==> src/dram_cfg_pkg.sv <==
`default_nettype none
package dram_cfg_pkg;
   // ----------------------------------------------------------------
   // widths and register map
   // ----------------------------------------------------------------
   localparam int         ADDR_W         = 24;
   localparam logic [7:0] OFF_CONTROL    = 8'h00;   // burst enable, mux select
   localparam logic [7:0] OFF_TIMING     = 8'h04;   // dram_access_timing
   localparam logic [7:0] OFF_STATUS     = 8'h08;   // read-only sequencer state
   localparam logic [7:0] RST_CONTROL    = 8'h00;
   localparam logic [7:0] RST_TIMING     = 8'h00;
   localparam logic [7:0] CONTROL_MASK   = 8'h87;   // writable control bits

   // ----------------------------------------------------------------
   // field positions
   // ----------------------------------------------------------------
   localparam int         BURST_BIT      = 7;
   localparam int         MUX_LSB        = 0;
   localparam int         MUX_MSB        = 2;
   localparam int         TPC_LSB        = 4;
   localparam int         TPC_MSB        = 5;
   localparam int         RCD_LSB        = 0;
   localparam int         RCD_MSB        = 1;
   localparam int         ST_ROW_OPEN    = 0;
   localparam int         ST_BUSY        = 1;
   localparam int         ST_LAST_HIT    = 2;

   // ----------------------------------------------------------------
   // address multiplexing and bus codes
   // ----------------------------------------------------------------
   localparam logic [3:0] MUX_BASE_SHIFT = 4'h8;    // shift for code 000
   localparam logic [1:0] HTRANS_NONSEQ  = 2'h2;
   localparam logic [1:0] CNT_ZERO       = 2'h0;
   localparam logic [1:0] CNT_ONE        = 2'h1;

   typedef enum logic [2:0] {
      SQ_IDLE = 3'h0,
      SQ_ROW  = 3'h1,
      SQ_RCD  = 3'h3,
      SQ_COL  = 3'h2,
      SQ_PAGE = 3'h6,
      SQ_PRE  = 3'h4
   } seq_e;

   typedef struct packed {
      logic              valid;   // access request held until acknowledged
      logic [ADDR_W-1:0] addr;    // byte address A23..A0
      logic              wide;    // 1: 16-bit access space
   } dram_req_s;

   typedef struct packed {
      logic [ADDR_W-1:0] addr;    // multiplexed address bus
      logic              ras_n;
      logic              cas_n;
   } dram_pins_s;

   typedef struct packed {
      seq_e              fsm;
      logic [1:0]        cnt;
      logic [ADDR_W-1:0] open_addr;
      logic [7:0]        control;
      logic [7:0]        timing;
      logic              dp_wr;
      logic [7:0]        dp_addr;
      logic [31:0]       rdata;
      dram_pins_s        pins;
      logic              last_hit;
   } ctl_state_s;
endpackage : dram_cfg_pkg
`default_nettype wire

==> src/dram_addr_mux_timing_cfg.sv <==
// Local design decisions: the register offsets and the AHB-Lite interface to the registers.
`default_nettype none
module dram_addr_mux_timing_cfg #(
   parameter int ADDR_W = 24
) (
   input  wire logic                    hclk,       // system clock, 50 MHz
   input  wire logic                    hresetn,    // asynchronous reset, active low
   input  wire logic                    hsel,       // slave select
   input  wire logic [31:0]             haddr,      // byte address
   input  wire logic [1:0]              htrans,     // transfer type
   input  wire logic                    hwrite,     // write when high
   input  wire logic [2:0]              hsize,      // word transfers only
   input  wire logic [31:0]             hwdata,     // write data
   input  wire logic                    hready,     // bus ready
   output logic                         hreadyout,  // always ready
   output logic                         hresp,      // always OKAY
   output logic      [31:0]             hrdata,     // read data
   input  wire dram_cfg_pkg::dram_req_s req,        // access request
   output logic                         req_ack,    // column cycle of the request
   output dram_cfg_pkg::dram_pins_s     pins        // dram address and strobes
);
   dram_cfg_pkg::ctl_state_s s;
   dram_cfg_pkg::ctl_state_s next_s;
   logic                     ap_valid;
   logic                     burst;
   logic [2:0]               mux_sel;
   logic [1:0]               tpc;
   logic [1:0]               rcd;
   logic [ADDR_W-1:0]        row_addr;
   logic [ADDR_W-1:0]        col_addr;
   logic                     hit;

   // ----------------------------------------------------------------
   // register fields and bus outputs
   // ----------------------------------------------------------------
   assign burst     = s.control[dram_cfg_pkg::BURST_BIT];
   assign mux_sel   = s.control[dram_cfg_pkg::MUX_MSB:dram_cfg_pkg::MUX_LSB];
   assign tpc       = s.timing[dram_cfg_pkg::TPC_MSB:dram_cfg_pkg::TPC_LSB];
   assign rcd       = s.timing[dram_cfg_pkg::RCD_MSB:dram_cfg_pkg::RCD_LSB];
   assign ap_valid  = hsel && hready && (htrans == dram_cfg_pkg::HTRANS_NONSEQ);
   assign hreadyout = 1'b1;
   assign hresp     = 1'b0;
   assign hrdata    = s.rdata;
   assign pins      = s.pins;
   assign req_ack   = (s.fsm == dram_cfg_pkg::SQ_COL);

   // ----------------------------------------------------------------
   // row shift and page compare
   // ----------------------------------------------------------------
   dram_row_cmp #(
      .ADDR_W    (ADDR_W)
   ) u_row_cmp (
      .hclk      (hclk),
      .hresetn   (hresetn),
      .addr      (req.addr),
      .open_addr (s.open_addr),
      .wide      (req.wide),
      .mux_sel   (mux_sel),
      .row_addr  (row_addr),
      .col_addr  (col_addr),
      .hit       (hit)
   );

   // read value of one register, reading the state after any pending write
   function automatic logic [31:0] read_reg(input dram_cfg_pkg::ctl_state_s v,
                                            input logic [7:0] off);
      logic [31:0] r;
      r = 32'h0000_0000;
      case (off)
         dram_cfg_pkg::OFF_CONTROL: r[7:0] = v.control;
         dram_cfg_pkg::OFF_TIMING:  r[7:0] = v.timing;
         dram_cfg_pkg::OFF_STATUS: begin
            r[dram_cfg_pkg::ST_ROW_OPEN] = !v.pins.ras_n;
            r[dram_cfg_pkg::ST_BUSY]     = (v.fsm != dram_cfg_pkg::SQ_IDLE);
            r[dram_cfg_pkg::ST_LAST_HIT] = v.last_hit;
         end
         default: r = 32'h0000_0000;
      endcase
      return r;
   endfunction : read_reg

   // ----------------------------------------------------------------
   // next state: bus slave and access sequencer
   // ----------------------------------------------------------------
   always_comb begin
      next_s = s;
      // data phase of a write lands here
      if (s.dp_wr) begin
         case (s.dp_addr)
            dram_cfg_pkg::OFF_CONTROL: next_s.control = hwdata[7:0] & dram_cfg_pkg::CONTROL_MASK;
            dram_cfg_pkg::OFF_TIMING:  next_s.timing  = hwdata[7:0];
            default: ;
         endcase
      end
      next_s.dp_wr = 1'b0;
      if (ap_valid) begin
         next_s.dp_wr   = hwrite;
         next_s.dp_addr = (haddr[31:8] == 24'h00_0000) ? haddr[7:0] : 8'hFF;
         if (!hwrite) begin
            next_s.rdata = read_reg(next_s, next_s.dp_addr);
         end
      end
      // access sequencer
      case (s.fsm)
         dram_cfg_pkg::SQ_IDLE: begin
            if (req.valid) begin
               next_s.fsm        = dram_cfg_pkg::SQ_ROW;
               next_s.open_addr  = req.addr;
               next_s.last_hit   = 1'b0;
               next_s.pins.addr  = row_addr;
               next_s.pins.ras_n = 1'b0;
            end
         end
         dram_cfg_pkg::SQ_ROW: begin
            if (rcd == dram_cfg_pkg::CNT_ZERO) begin
               next_s.fsm        = dram_cfg_pkg::SQ_COL;
               next_s.pins.addr  = col_addr;
               next_s.pins.cas_n = 1'b0;
            end else begin
               next_s.fsm = dram_cfg_pkg::SQ_RCD;
               next_s.cnt = rcd - dram_cfg_pkg::CNT_ONE;
            end
         end
         dram_cfg_pkg::SQ_RCD: begin
            if (s.cnt == dram_cfg_pkg::CNT_ZERO) begin
               next_s.fsm        = dram_cfg_pkg::SQ_COL;
               next_s.pins.addr  = col_addr;
               next_s.pins.cas_n = 1'b0;
            end else begin
               next_s.cnt = s.cnt - dram_cfg_pkg::CNT_ONE;
            end
         end
         dram_cfg_pkg::SQ_COL: begin
            next_s.fsm        = dram_cfg_pkg::SQ_PAGE;
            next_s.pins.cas_n = 1'b1;
         end
         dram_cfg_pkg::SQ_PAGE: begin
            // fast page: a same-row request goes straight to its column
            if (burst && req.valid && hit) begin
               next_s.fsm        = dram_cfg_pkg::SQ_COL;
               next_s.last_hit   = 1'b1;
               next_s.pins.addr  = col_addr;
               next_s.pins.cas_n = 1'b0;
            end else begin
               next_s.fsm        = dram_cfg_pkg::SQ_PRE;
               next_s.pins.ras_n = 1'b1;
               next_s.cnt        = tpc;
            end
         end
         dram_cfg_pkg::SQ_PRE: begin
            if (s.cnt == dram_cfg_pkg::CNT_ZERO) begin
               next_s.fsm = dram_cfg_pkg::SQ_IDLE;
            end else begin
               next_s.cnt = s.cnt - dram_cfg_pkg::CNT_ONE;
            end
         end
         default: begin
            next_s.fsm        = dram_cfg_pkg::SQ_IDLE;
            next_s.pins.ras_n = 1'b1;
            next_s.pins.cas_n = 1'b1;
         end
      endcase
   end

   // ----------------------------------------------------------------
   // state register
   // ----------------------------------------------------------------
   always_ff @(posedge hclk or negedge hresetn) begin
      if (!hresetn) begin
         s            <= '0;
         s.fsm        <= dram_cfg_pkg::SQ_IDLE;
         s.control    <= dram_cfg_pkg::RST_CONTROL;
         s.timing     <= dram_cfg_pkg::RST_TIMING;
         s.pins.ras_n <= 1'b1;
         s.pins.cas_n <= 1'b1;
      end else begin
         s <= next_s;
      end
   end

   // ----------------------------------------------------------------
   // check helpers: lengths of the precharge and RAS-to-CAS spans
   // ----------------------------------------------------------------
   logic [2:0] pre_len;
   logic [2:0] rc_len;

   always_ff @(posedge hclk or negedge hresetn) begin
      if (!hresetn) begin
         pre_len <= 3'h0;
         rc_len  <= 3'h0;
      end else begin
         pre_len <= (s.fsm == dram_cfg_pkg::SQ_PRE) ? pre_len + 3'h1 : 3'h0;
         rc_len  <= (s.fsm == dram_cfg_pkg::SQ_ROW || s.fsm == dram_cfg_pkg::SQ_RCD) ?
                    rc_len + 3'h1 : 3'h0;
      end
   end
endmodule : dram_addr_mux_timing_cfg
`default_nettype wire

==> src/dram_row_cmp.sv <==
`default_nettype none
module dram_row_cmp #(
   parameter int ADDR_W = 24
) (
   input  wire logic              hclk,       // clock for checks only
   input  wire logic              hresetn,    // reset for checks only
   input  wire logic [ADDR_W-1:0] addr,       // new access address
   input  wire logic [ADDR_W-1:0] open_addr,  // address that opened the row
   input  wire logic              wide,       // 16-bit access space
   input  wire logic [2:0]        mux_sel,    // address_mux_select
   output logic      [ADDR_W-1:0] row_addr,   // address shifted for the row phase
   output logic      [ADDR_W-1:0] col_addr,   // address kept for the column phase
   output logic                   hit         // same row as the open one
);
   logic [3:0]        shift;
   logic [3:0]        cmp_low;
   logic [ADDR_W-1:0] mask;

   // ----------------------------------------------------------------
   // shift and compare window
   // ----------------------------------------------------------------
   always_comb begin
      shift    = dram_cfg_pkg::MUX_BASE_SHIFT + {2'h0, mux_sel[1:0]};
      cmp_low  = shift + {3'h0, wide};
      mask     = {ADDR_W{1'b1}} << cmp_low;
      row_addr = addr >> shift;
      col_addr = addr & ~({ADDR_W{1'b1}} << shift);
      // codes with the top bit set never report a hit
      hit      = !mux_sel[2] && (((addr ^ open_addr) & mask) == '0);
   end
endmodule : dram_row_cmp
`default_nettype wire

==> config.mk <==
export PLATFORM = sky130hd
export DESIGN_NAME = dram_addr_mux_timing_cfg
export DESIGN_NICKNAME = d
export VERILOG_FILES = /design/src/dram_cfg_pkg.sv /design/src/dram_addr_mux_timing_cfg.sv /design/src/dram_row_cmp.sv
export SDC_FILE = /design/constraint.sdc
export NUM_CORES = 1
export LEC_CHECK = 0
export BUFFER_PORTS_ARGS = -buffer_cell sky130_fd_sc_hd__buf_2
export CAP_MARGIN = 20
export CORE_MARGIN = 2
export CORE_UTILIZATION = 30
export CTS_BUF_LIST = sky130_fd_sc_hd__clkbuf_8
export CTS_CLUSTER_SIZE = 40
export DETAILED_ROUTE_END_ITERATION = 8
export HOLD_SLACK_MARGIN = 0.15
export SYNTH_ARGS = -nofsm -noshare
export SYNTH_HDL_FRONTEND = slang
export SYNTH_SLANG_ARGS = --single-unit
==> constraint.sdc <==
create_clock -name hclk -period 3.32 [get_ports hclk]
set_input_delay 0.332 -clock hclk [delete_from_list [all_inputs] [get_ports hclk]]
set_output_delay 0.332 -clock hclk [all_outputs]
set_load 0.1 [all_outputs]
==> out/metrics.json, run 1 <==
{
  "max_slew_margin": {"value": 0.464},
  "final.period_utilization": {"value": 0.801},
  "vdd_drop_max": {"value": 0.000427, "unit": "V"},
  "fmaxAchievable": {"value": 0.376, "unit": "GHz"},
  "grt_pass1_vias": {"value": 3373},
  "cp.required": {"value": 3.57, "unit": "ns"},
  "final_core_utilization": {"value": 0.349},
  "design.die.area": {"value": 16000, "unit": "sq um"},
  "portBuffers": {"value": 99},
  "ctsLongestPathBuffers": {"value": 2},
  "worst-r2r-setup-slack": {"value": 0.66, "unit": "ns"},
  "timing_worst_setup_path_type": {"value": "register to register"},
  "postSynthRegisterBits": {"value": 73},
  "synth_edf_count": {"value": 0},
  "timing.hold.worst.class": {"value": "input pin to register"},
  "tritoncts": {"value": "built"},
  "totalNegativeSetupSlack": {"value": 0, "unit": "ns"},
  "crit_path_max_fanout": {"value": 4},
  "synth_cell_types": {"value": 65},
  "finalCriticalPeriod": {"value": 2.66, "unit": "ns"},
  "ys.flop_type": {"value": "sky130_fd_sc_hd__dfrtp_1"},
  "layout_common_cells": {"value": "99 x sky130_fd_sc_hd__buf_2, 71 x sky130_fd_sc_hd__dfrtp_1, 45 x sky130_fd_sc_hd__mux2_2, 44 x sky130_fd_sc_hd__nor2_1, 34 x sky130_fd_sc_hd__conb_1"},
  "clock_skew": {"value": 0.0134, "unit": "ns"},
  "vias_per_cell": {"value": 4.86},
  "route.detailed.drc": {"value": 0},
  "globalplace.congestion": {"value": 0.780},
  "cts_buffers": {"value": 9},
  "x_dimension_of_the_die": {"value": 126, "unit": "um"},
  "grt_remaining_overflow": {"value": 0},
  "max-cap-violations": {"value": 0},
  "ctsRootBufferMaster": {"value": "sky130_fd_sc_hd__clkbuf_8"},
  "netlist_area_before_placement": {"value": 4500, "unit": "sq um"},
  "tritoncts_num_sinks": {"value": 73},
  "critical_path_arrival": {"value": 2.91, "unit": "ns"},
  "timing.critical_path.from": {"value": "mux_sel[0]"},
  "grt_first_pass_wirelength": {"value": 17200, "unit": "um"},
  "timing.final.hold_violations": {"value": 0},
  "core_area": {"value": 14600, "unit": "sq um"},
  "dp_slack": {"value": 0.576, "unit": "ns"},
  "reg2reg_to": {"value": "s[109]"},
  "detail-route-antenna-nets": {"value": 0},
  "post-dp-hpwl": {"value": 7840, "unit": "um"},
  "yosysSeqAreaShare": {"value": 0.407},
  "grt_setup_unrepaired": {"value": "no"},
  "rows": {"value": 44},
  "route.vias.total": {"value": 3465},
  "cts_htree_levels": {"value": 3},
  "r2r.worst_path.cells": {"value": 9},
  "diodes": {"value": 0},
  "final_common_cell": {"value": "sky130_fd_sc_hd__buf_2"},
  "setup_slack": {"value": 0.661, "unit": "ns"},
  "p_leak": {"value": 2.38, "unit": "nW"},
  "boundaryPins": {"value": 161},
  "p_per_area": {"value": 864, "unit": "nW/um^2"},
  "timing.critical_path.to_type": {"value": "register"},
  "route.detailed.wl_per_inst": {"value": 14.5, "unit": "um"},
  "cts.reportedPaths.clkPinSlew": {"value": 0.08, "unit": "ns"},
  "routed_wl": {"value": 10300, "unit": "um"},
  "yosysWarningCount": {"value": 0},
  "setup_violations": {"value": 0},
  "regToRegStartpoint": {"value": "mux_sel[0]"},
  "synthesis.instances": {"value": 451},
  "grt.total_usage": {"value": 0.133},
  "crit_path_end": {"value": "s[109]"},
  "timing.final.max_slew_violations": {"value": 0},
  "initialDrtViolationCount": {"value": 229},
  "num-nets-final": {"value": 628},
  "firstDrtPassIters": {"value": 6},
  "floorplan.initialDensity": {"value": 0.308},
  "worst_margin_slew": {"value": 0.804, "unit": "ns"},
  "fin_area": {"value": 5090, "unit": "sq um"},
  "placed_cell_area": {"value": 4890, "unit": "sq um"},
  "ffs_w_async_s_r_synth": {"value": 1.00},
  "startpoint_type": {"value": "register"},
  "layout-drive-gt1-share": {"value": 0.338},
  "insertion_delay": {"value": 0.36, "unit": "ns"},
  "syn_avg_cell_area": {"value": 9.97, "unit": "sq um"},
  "area_delta_synth_final": {"value": 13.1, "unit": "%"},
  "maximum_number_of_pins_on_one_net_before_global_route_repair": {"value": 44},
  "floorplan.die.height": {"value": 126, "unit": "um"},
  "grt_antenna_before_repair": {"value": 1},
  "run_status": {"value": "completed"}
}
state kept, by name (all words and copies together), names as in the netlist:
register	count
rcd	2
mux_sel	3
burst	1
s	41
hrdata	8
pins	18
metal layers:
layer / global-route usage / part of all wire / up-vias
met2: 0.221 / 0.48 / 143
met4: 0.0349 / 0.0077 / 2
met3: 0.0346 / 0.065 / 12
li1: - / - / 1659
met1: 0.171 / 0.45 / 1649
met5: 0 / 0.00068 / -
metrics by stage:
stage               total power [W]  std cells  hold slack, ns
floorplan                   0.00351        483          0.0364
CTS                         0.00444        713           0.208
global route                0.00466        713           0.222
global placement            0.00368        696           0.418
finish                      0.00440        713           0.223
detailed placement          0.00374        696           0.427
cell usage after synthesis, types with 4 or more instances:
cell / n / area [sq um]
sky130_fd_sc_hd__mux2_2: 45 / 507
sky130_fd_sc_hd__o21ai_0: 20 / 100
sky130_fd_sc_hd__nor2_1: 44 / 165
sky130_fd_sc_hd__ha_1: 4 / 50.1
sky130_fd_sc_hd__nor4_1: 10 / 62.6
sky130_fd_sc_hd__a221oi_1: 5 / 43.8
sky130_fd_sc_hd__xor2_1: 16 / 140
sky130_fd_sc_hd__nand2_1: 31 / 116
sky130_fd_sc_hd__inv_1: 7 / 26.3
sky130_fd_sc_hd__nor3_1: 5 / 25.0
sky130_fd_sc_hd__buf_4: 60 / 450
sky130_fd_sc_hd__a211oi_1: 5 / 37.5
sky130_fd_sc_hd__a22o_1: 4 / 35.0
sky130_fd_sc_hd__mux2i_1: 9 / 90.1
sky130_fd_sc_hd__nand3_1: 4 / 20.0
sky130_fd_sc_hd__buf_2: 4 / 20.0
sky130_fd_sc_hd__dfrtp_1: 71 / 1780
sky130_fd_sc_hd__clkbuf_1: 10 / 37.5
sky130_fd_sc_hd__a21oi_1: 14 / 70.1
sky130_fd_sc_hd__nor2b_1: 11 / 68.8
critical path, stage by stage, from the launching register on:
cell	delay [ns]
sky130_fd_sc_hd__dfrtp_1	0.41
sky130_fd_sc_hd__ha_1	0.17
sky130_fd_sc_hd__inv_1	0.04
sky130_fd_sc_hd__ha_1	0.32
sky130_fd_sc_hd__nand4_1	0.13
sky130_fd_sc_hd__a2111oi_0	0.38
sky130_fd_sc_hd__nand4_1	0.12
sky130_fd_sc_hd__or3_1	0.44
sky130_fd_sc_hd__o21ai_1	0.20
sky130_fd_sc_hd__mux2_2	0.35
repair_timing:
| action | 4_1_cts | 5_1_grt |
|---|---|---|
| hold endpoints to repair | 30 | 0 |
| resized for setup | 0 | 0 |
| hold buffers | 1 | 0 |
| buffers inserted | 0 | 0 |
kinds of logic after synthesis:
group	Yosys count	share of synthesized area
xor gates and xnor gates	17	0.0331
muxes	57	0.143
and+or+nand+nor	128	0.150
adders and majority gates	4	0.0111
AOI/OAI and AO/OA	85	0.132
buffers and inverters	85	0.122
DFF	73	0.407
other	2	0.00167
report_power, final:
part	internal (W)	switching, W
combinational	0.000653	0.00165
clock	0.000357	0.000330
sequential	0.00117	0.000234
total	0.00218	0.00221
worst min-delay path by stage:
| stage | from | slack [ns] | endpoint | depth (start not counted) |
|---|---|---|---|---|
| after floorplan | hresetn | 0.04 | burst | 0 |
| after global placement | hresetn | 0.42 | hrdata[6] | 1 |
| after detailed placement | hresetn | 0.43 | hrdata[3] | 1 |
| after CTS | hwrite | 0.21 | s[67] | 3 |
| after global routing | hwdata[5] | 0.22 | s[73] | 2 |
| final | hwrite | 0.22 | s[67] | 3 |
layout make-up:
cell class	count	area [sq um]
Timing Repair Buffer	107	571
Fill cell	1491	9500
Multi-Input combinational cell	325	2240
Sequential cell	73	1830
Inverter	8	30.0
Clock buffer	10	138
Clock inverter	6	51.3
Tap cell	184	230
Note: power is estimated with default switching activity, not from simulation.
==> inputs of run 2 (changes only) <==
clock period = 2.6 ns   (was 3.32 ns; I/O delays follow)
==> out/metrics.json, run 2 (synthesis results as in run 1) <==
{
  "floorplan.die.height": {"value": 126, "unit": "um", "change": "unchanged"},
  "final.period_utilization": {"value": 0.976, "change": "+0.175"},
  "grt_antenna_before_repair": {"value": 1, "change": "unchanged"},
  "design.die.area": {"value": 16000, "unit": "sq um", "change": "unchanged"},
  "cts_buffers": {"value": 9, "change": "unchanged"},
  "totalNegativeSetupSlack": {"value": 0, "unit": "ns", "change": "unchanged"},
  "grt_remaining_overflow": {"value": 0, "change": "unchanged"},
  "cts.reportedPaths.clkPinSlew": {"value": 0.08, "unit": "ns", "change": "about the same"},
  "crit_path_max_fanout": {"value": 4, "change": "unchanged"},
  "worst-r2r-setup-slack": {"value": 0.06, "unit": "ns", "change": "-0.60 ns"},
  "core_area": {"value": 14600, "unit": "sq um", "change": "unchanged"},
  "firstDrtPassIters": {"value": 4, "change": "-2"},
  "layout.cells.non_filler": {"value": 727, "change": "+2.0%"},
  "startpoint_type": {"value": "register"},
  "setup_violations": {"value": 0, "change": "unchanged"},
  "nFillCells": {"value": 1481, "change": "-0.67%"},
  "initialDrtViolationCount": {"value": 143, "change": "-38%"},
  "timing.critical_path.to_type": {"value": "register"},
  "cp.required": {"value": 2.83, "unit": "ns", "change": "-0.74 ns"},
  "ctsRootBufferMaster": {"value": "sky130_fd_sc_hd__clkbuf_8"},
  "fmaxAchievable": {"value": 0.394, "unit": "GHz", "change": "+4.8%"},
  "worst_margin_slew": {"value": 0.567, "unit": "ns", "change": "-0.237 ns"},
  "run_status": {"value": "completed"},
  "num-nets-final": {"value": 642, "change": "+2.2%"},
  "timing.final.hold_violations": {"value": 0, "change": "unchanged"},
  "portBuffers": {"value": 99, "change": "unchanged"},
  "p_per_area": {"value": 1120, "unit": "nW/um^2", "change": "+29%"},
  "layout-drive-gt1-share": {"value": 0.370, "change": "+0.0318"},
  "grt_first_pass_wirelength": {"value": 16900, "unit": "um", "change": "-1.5%"},
  "clock_skew": {"value": 0.0100, "unit": "ns", "change": "-0.00340 ns"},
  "cts_htree_levels": {"value": 3, "change": "unchanged"},
  "globalplace.congestion": {"value": 0.811, "change": "+3.9%"},
  "dp.cells": {"value": 708, "change": "+1.7%"},
  "finalCriticalPeriod": {"value": 2.54, "unit": "ns", "change": "-0.122 ns"},
  "vias_per_cell": {"value": 4.92, "change": "+1.3%"},
  "rows": {"value": 44, "change": "unchanged"},
  "vdd_drop_max": {"value": 0.000470, "unit": "V", "change": "+10%"},
  "maximum_number_of_pins_on_one_net_before_global_route_repair": {"value": 74, "change": "+68%"},
  "max-cap-violations": {"value": 0, "change": "unchanged"},
  "detail-route-antenna-nets": {"value": 0, "change": "unchanged"},
  "area_delta_synth_final": {"value": 17.3, "unit": "%"},
  "route.detailed.drc": {"value": 0, "change": "unchanged"},
  "routed_wl": {"value": 10500, "unit": "um", "change": "+1.2%"},
  "insertion_delay": {"value": 0.35, "unit": "ns", "change": "about the same"},
  "timing.hold.worst.class": {"value": "input pin to register"},
  "ctsLongestPathBuffers": {"value": 2, "change": "unchanged"},
  "layout_common_cells": {"value": "99 x sky130_fd_sc_hd__buf_2, 71 x sky130_fd_sc_hd__dfrtp_1, 44 x sky130_fd_sc_hd__nor2_1, 44 x sky130_fd_sc_hd__mux2_2, 34 x sky130_fd_sc_hd__conb_1"},
  "p_leak": {"value": 2.46, "unit": "nW", "change": "+3.4%"},
  "tritoncts": {"value": "built"},
  "x_dimension_of_the_die": {"value": 126, "unit": "um", "change": "unchanged"},
  "final_common_cell": {"value": "sky130_fd_sc_hd__buf_2"},
  "timing.final.max_slew_violations": {"value": 0, "change": "unchanged"},
  "max_slew_margin": {"value": 0.618, "change": "+0.155"},
  "tritoncts_num_sinks": {"value": 73, "change": "unchanged"},
  "grt.total_usage": {"value": 0.130, "change": "-0.00208"},
  "floorplan.initialDensity": {"value": 0.308, "change": "unchanged"},
  "route.detailed.wl_per_inst": {"value": 14.4, "unit": "um", "change": "-0.78%"},
  "critical_path_arrival": {"value": 2.77, "unit": "ns", "change": "-0.14 ns"},
  "number_of_flip_flops_in_the_largest_register": {"value": 41, "change": "unchanged"},
  "grt_setup_unrepaired": {"value": "yes"},
  "boundaryPins": {"value": 161, "change": "unchanged"},
  "timing_worst_setup_path_type": {"value": "register to register"},
  "grt_pass1_vias": {"value": 3446, "change": "+2.2%"},
  "route.vias.total": {"value": 3579, "change": "+3.3%"},
  "placed_cell_area": {"value": 4980, "unit": "sq um", "change": "+1.8%"},
  "diodes": {"value": 0, "change": "unchanged"},
  "regMostFlops": {"value": "s"},
  "fin_area": {"value": 5280, "unit": "sq um", "change": "+3.7%"},
  "post-dp-hpwl": {"value": 7870, "unit": "um", "change": "+0.44%"}
}
[run 2: timing repair]
item                                   4_1_cts  5_1_grt
setup endpoints to repair                    1        3
setup buffers                                0        1
gates resized for setup                      1        8
hold buffers                                 2        0
endpoints found under the hold margin       72        0
cloned                                       0        0
pin swaps                                    0        6
[run 2: path summary, 6_finish.rpt]
path	start	to	cells past startpoint
setup / recovery	mux_sel[0]	s[109]	9
hold / removal	hwdata[3]	s[71]	2
setup reg to reg	mux_sel[0]	s[109]	9
hold reg to reg	s[65]	s[65]	2
max in group asynchronous	hresetn	pins[1]	3
min in group asynchronous	hresetn	hrdata[6]	3
[run 2: power by group]
group,leakage [nW],internal [W],switching (W)
Sequential,0.897,0.00150,0.000267
Clock,0.115,0.000589,0.000422
Combinational,1.44,0.000930,0.00218
[run 2: worst max-delay path, cell delays in order (launching register included)]
cell,delay [ns]
sky130_fd_sc_hd__dfrtp_1,0.39
sky130_fd_sc_hd__ha_2,0.20
sky130_fd_sc_hd__inv_2,0.05
sky130_fd_sc_hd__ha_4,0.25
sky130_fd_sc_hd__nand4_1,0.14
sky130_fd_sc_hd__a2111oi_2,0.39
sky130_fd_sc_hd__nand4_1,0.13
sky130_fd_sc_hd__or3_4,0.39
sky130_fd_sc_hd__o21ai_4,0.18
sky130_fd_sc_hd__mux2_4,0.31
[run 2: layout make-up]
class / instances / area [sq um] / share of cell area
Multi-Input combinational cell: 325 / 2280 / 0.432
Sequential cell: 73 / 1830 / 0.347
Timing Repair Buffer: 121 / 678 / 0.128
Tap cell: 184 / 230 / 0.0436
Clock buffer: 11 / 151 / 0.0287
Clock inverter: 5 / 77.6 / 0.0147
Inverter: 8 / 30.0 / 0.00569
[run 2: metal layers]
layer / up-vias / global-route usage / wire [um]
met3: 14 / 0.0325 / 691
met5: - / 0 / 10
met2: 146 / 0.217 / 5080
li1: 1689 / - / -
met1: 1728 / 0.167 / 4570
met4: 2 / 0.0401 / 114
[run 2: per-stage QoR]
stage,hold WS (ns),power [W],setup slack (ns),utilization
2_1_floorplan,-0.0356,0.00448,0.0419,-
3_3_place_gp,0.317,0.00479,0.0779,0.341
3_5_place_dp,0.322,0.00485,0.0152,0.341
4_1_cts,0.151,0.00588,0.0223,0.358
5_1_grt,0.158,0.00622,-0.0556,0.362
6_report,0.167,0.00589,0.0630,0.362
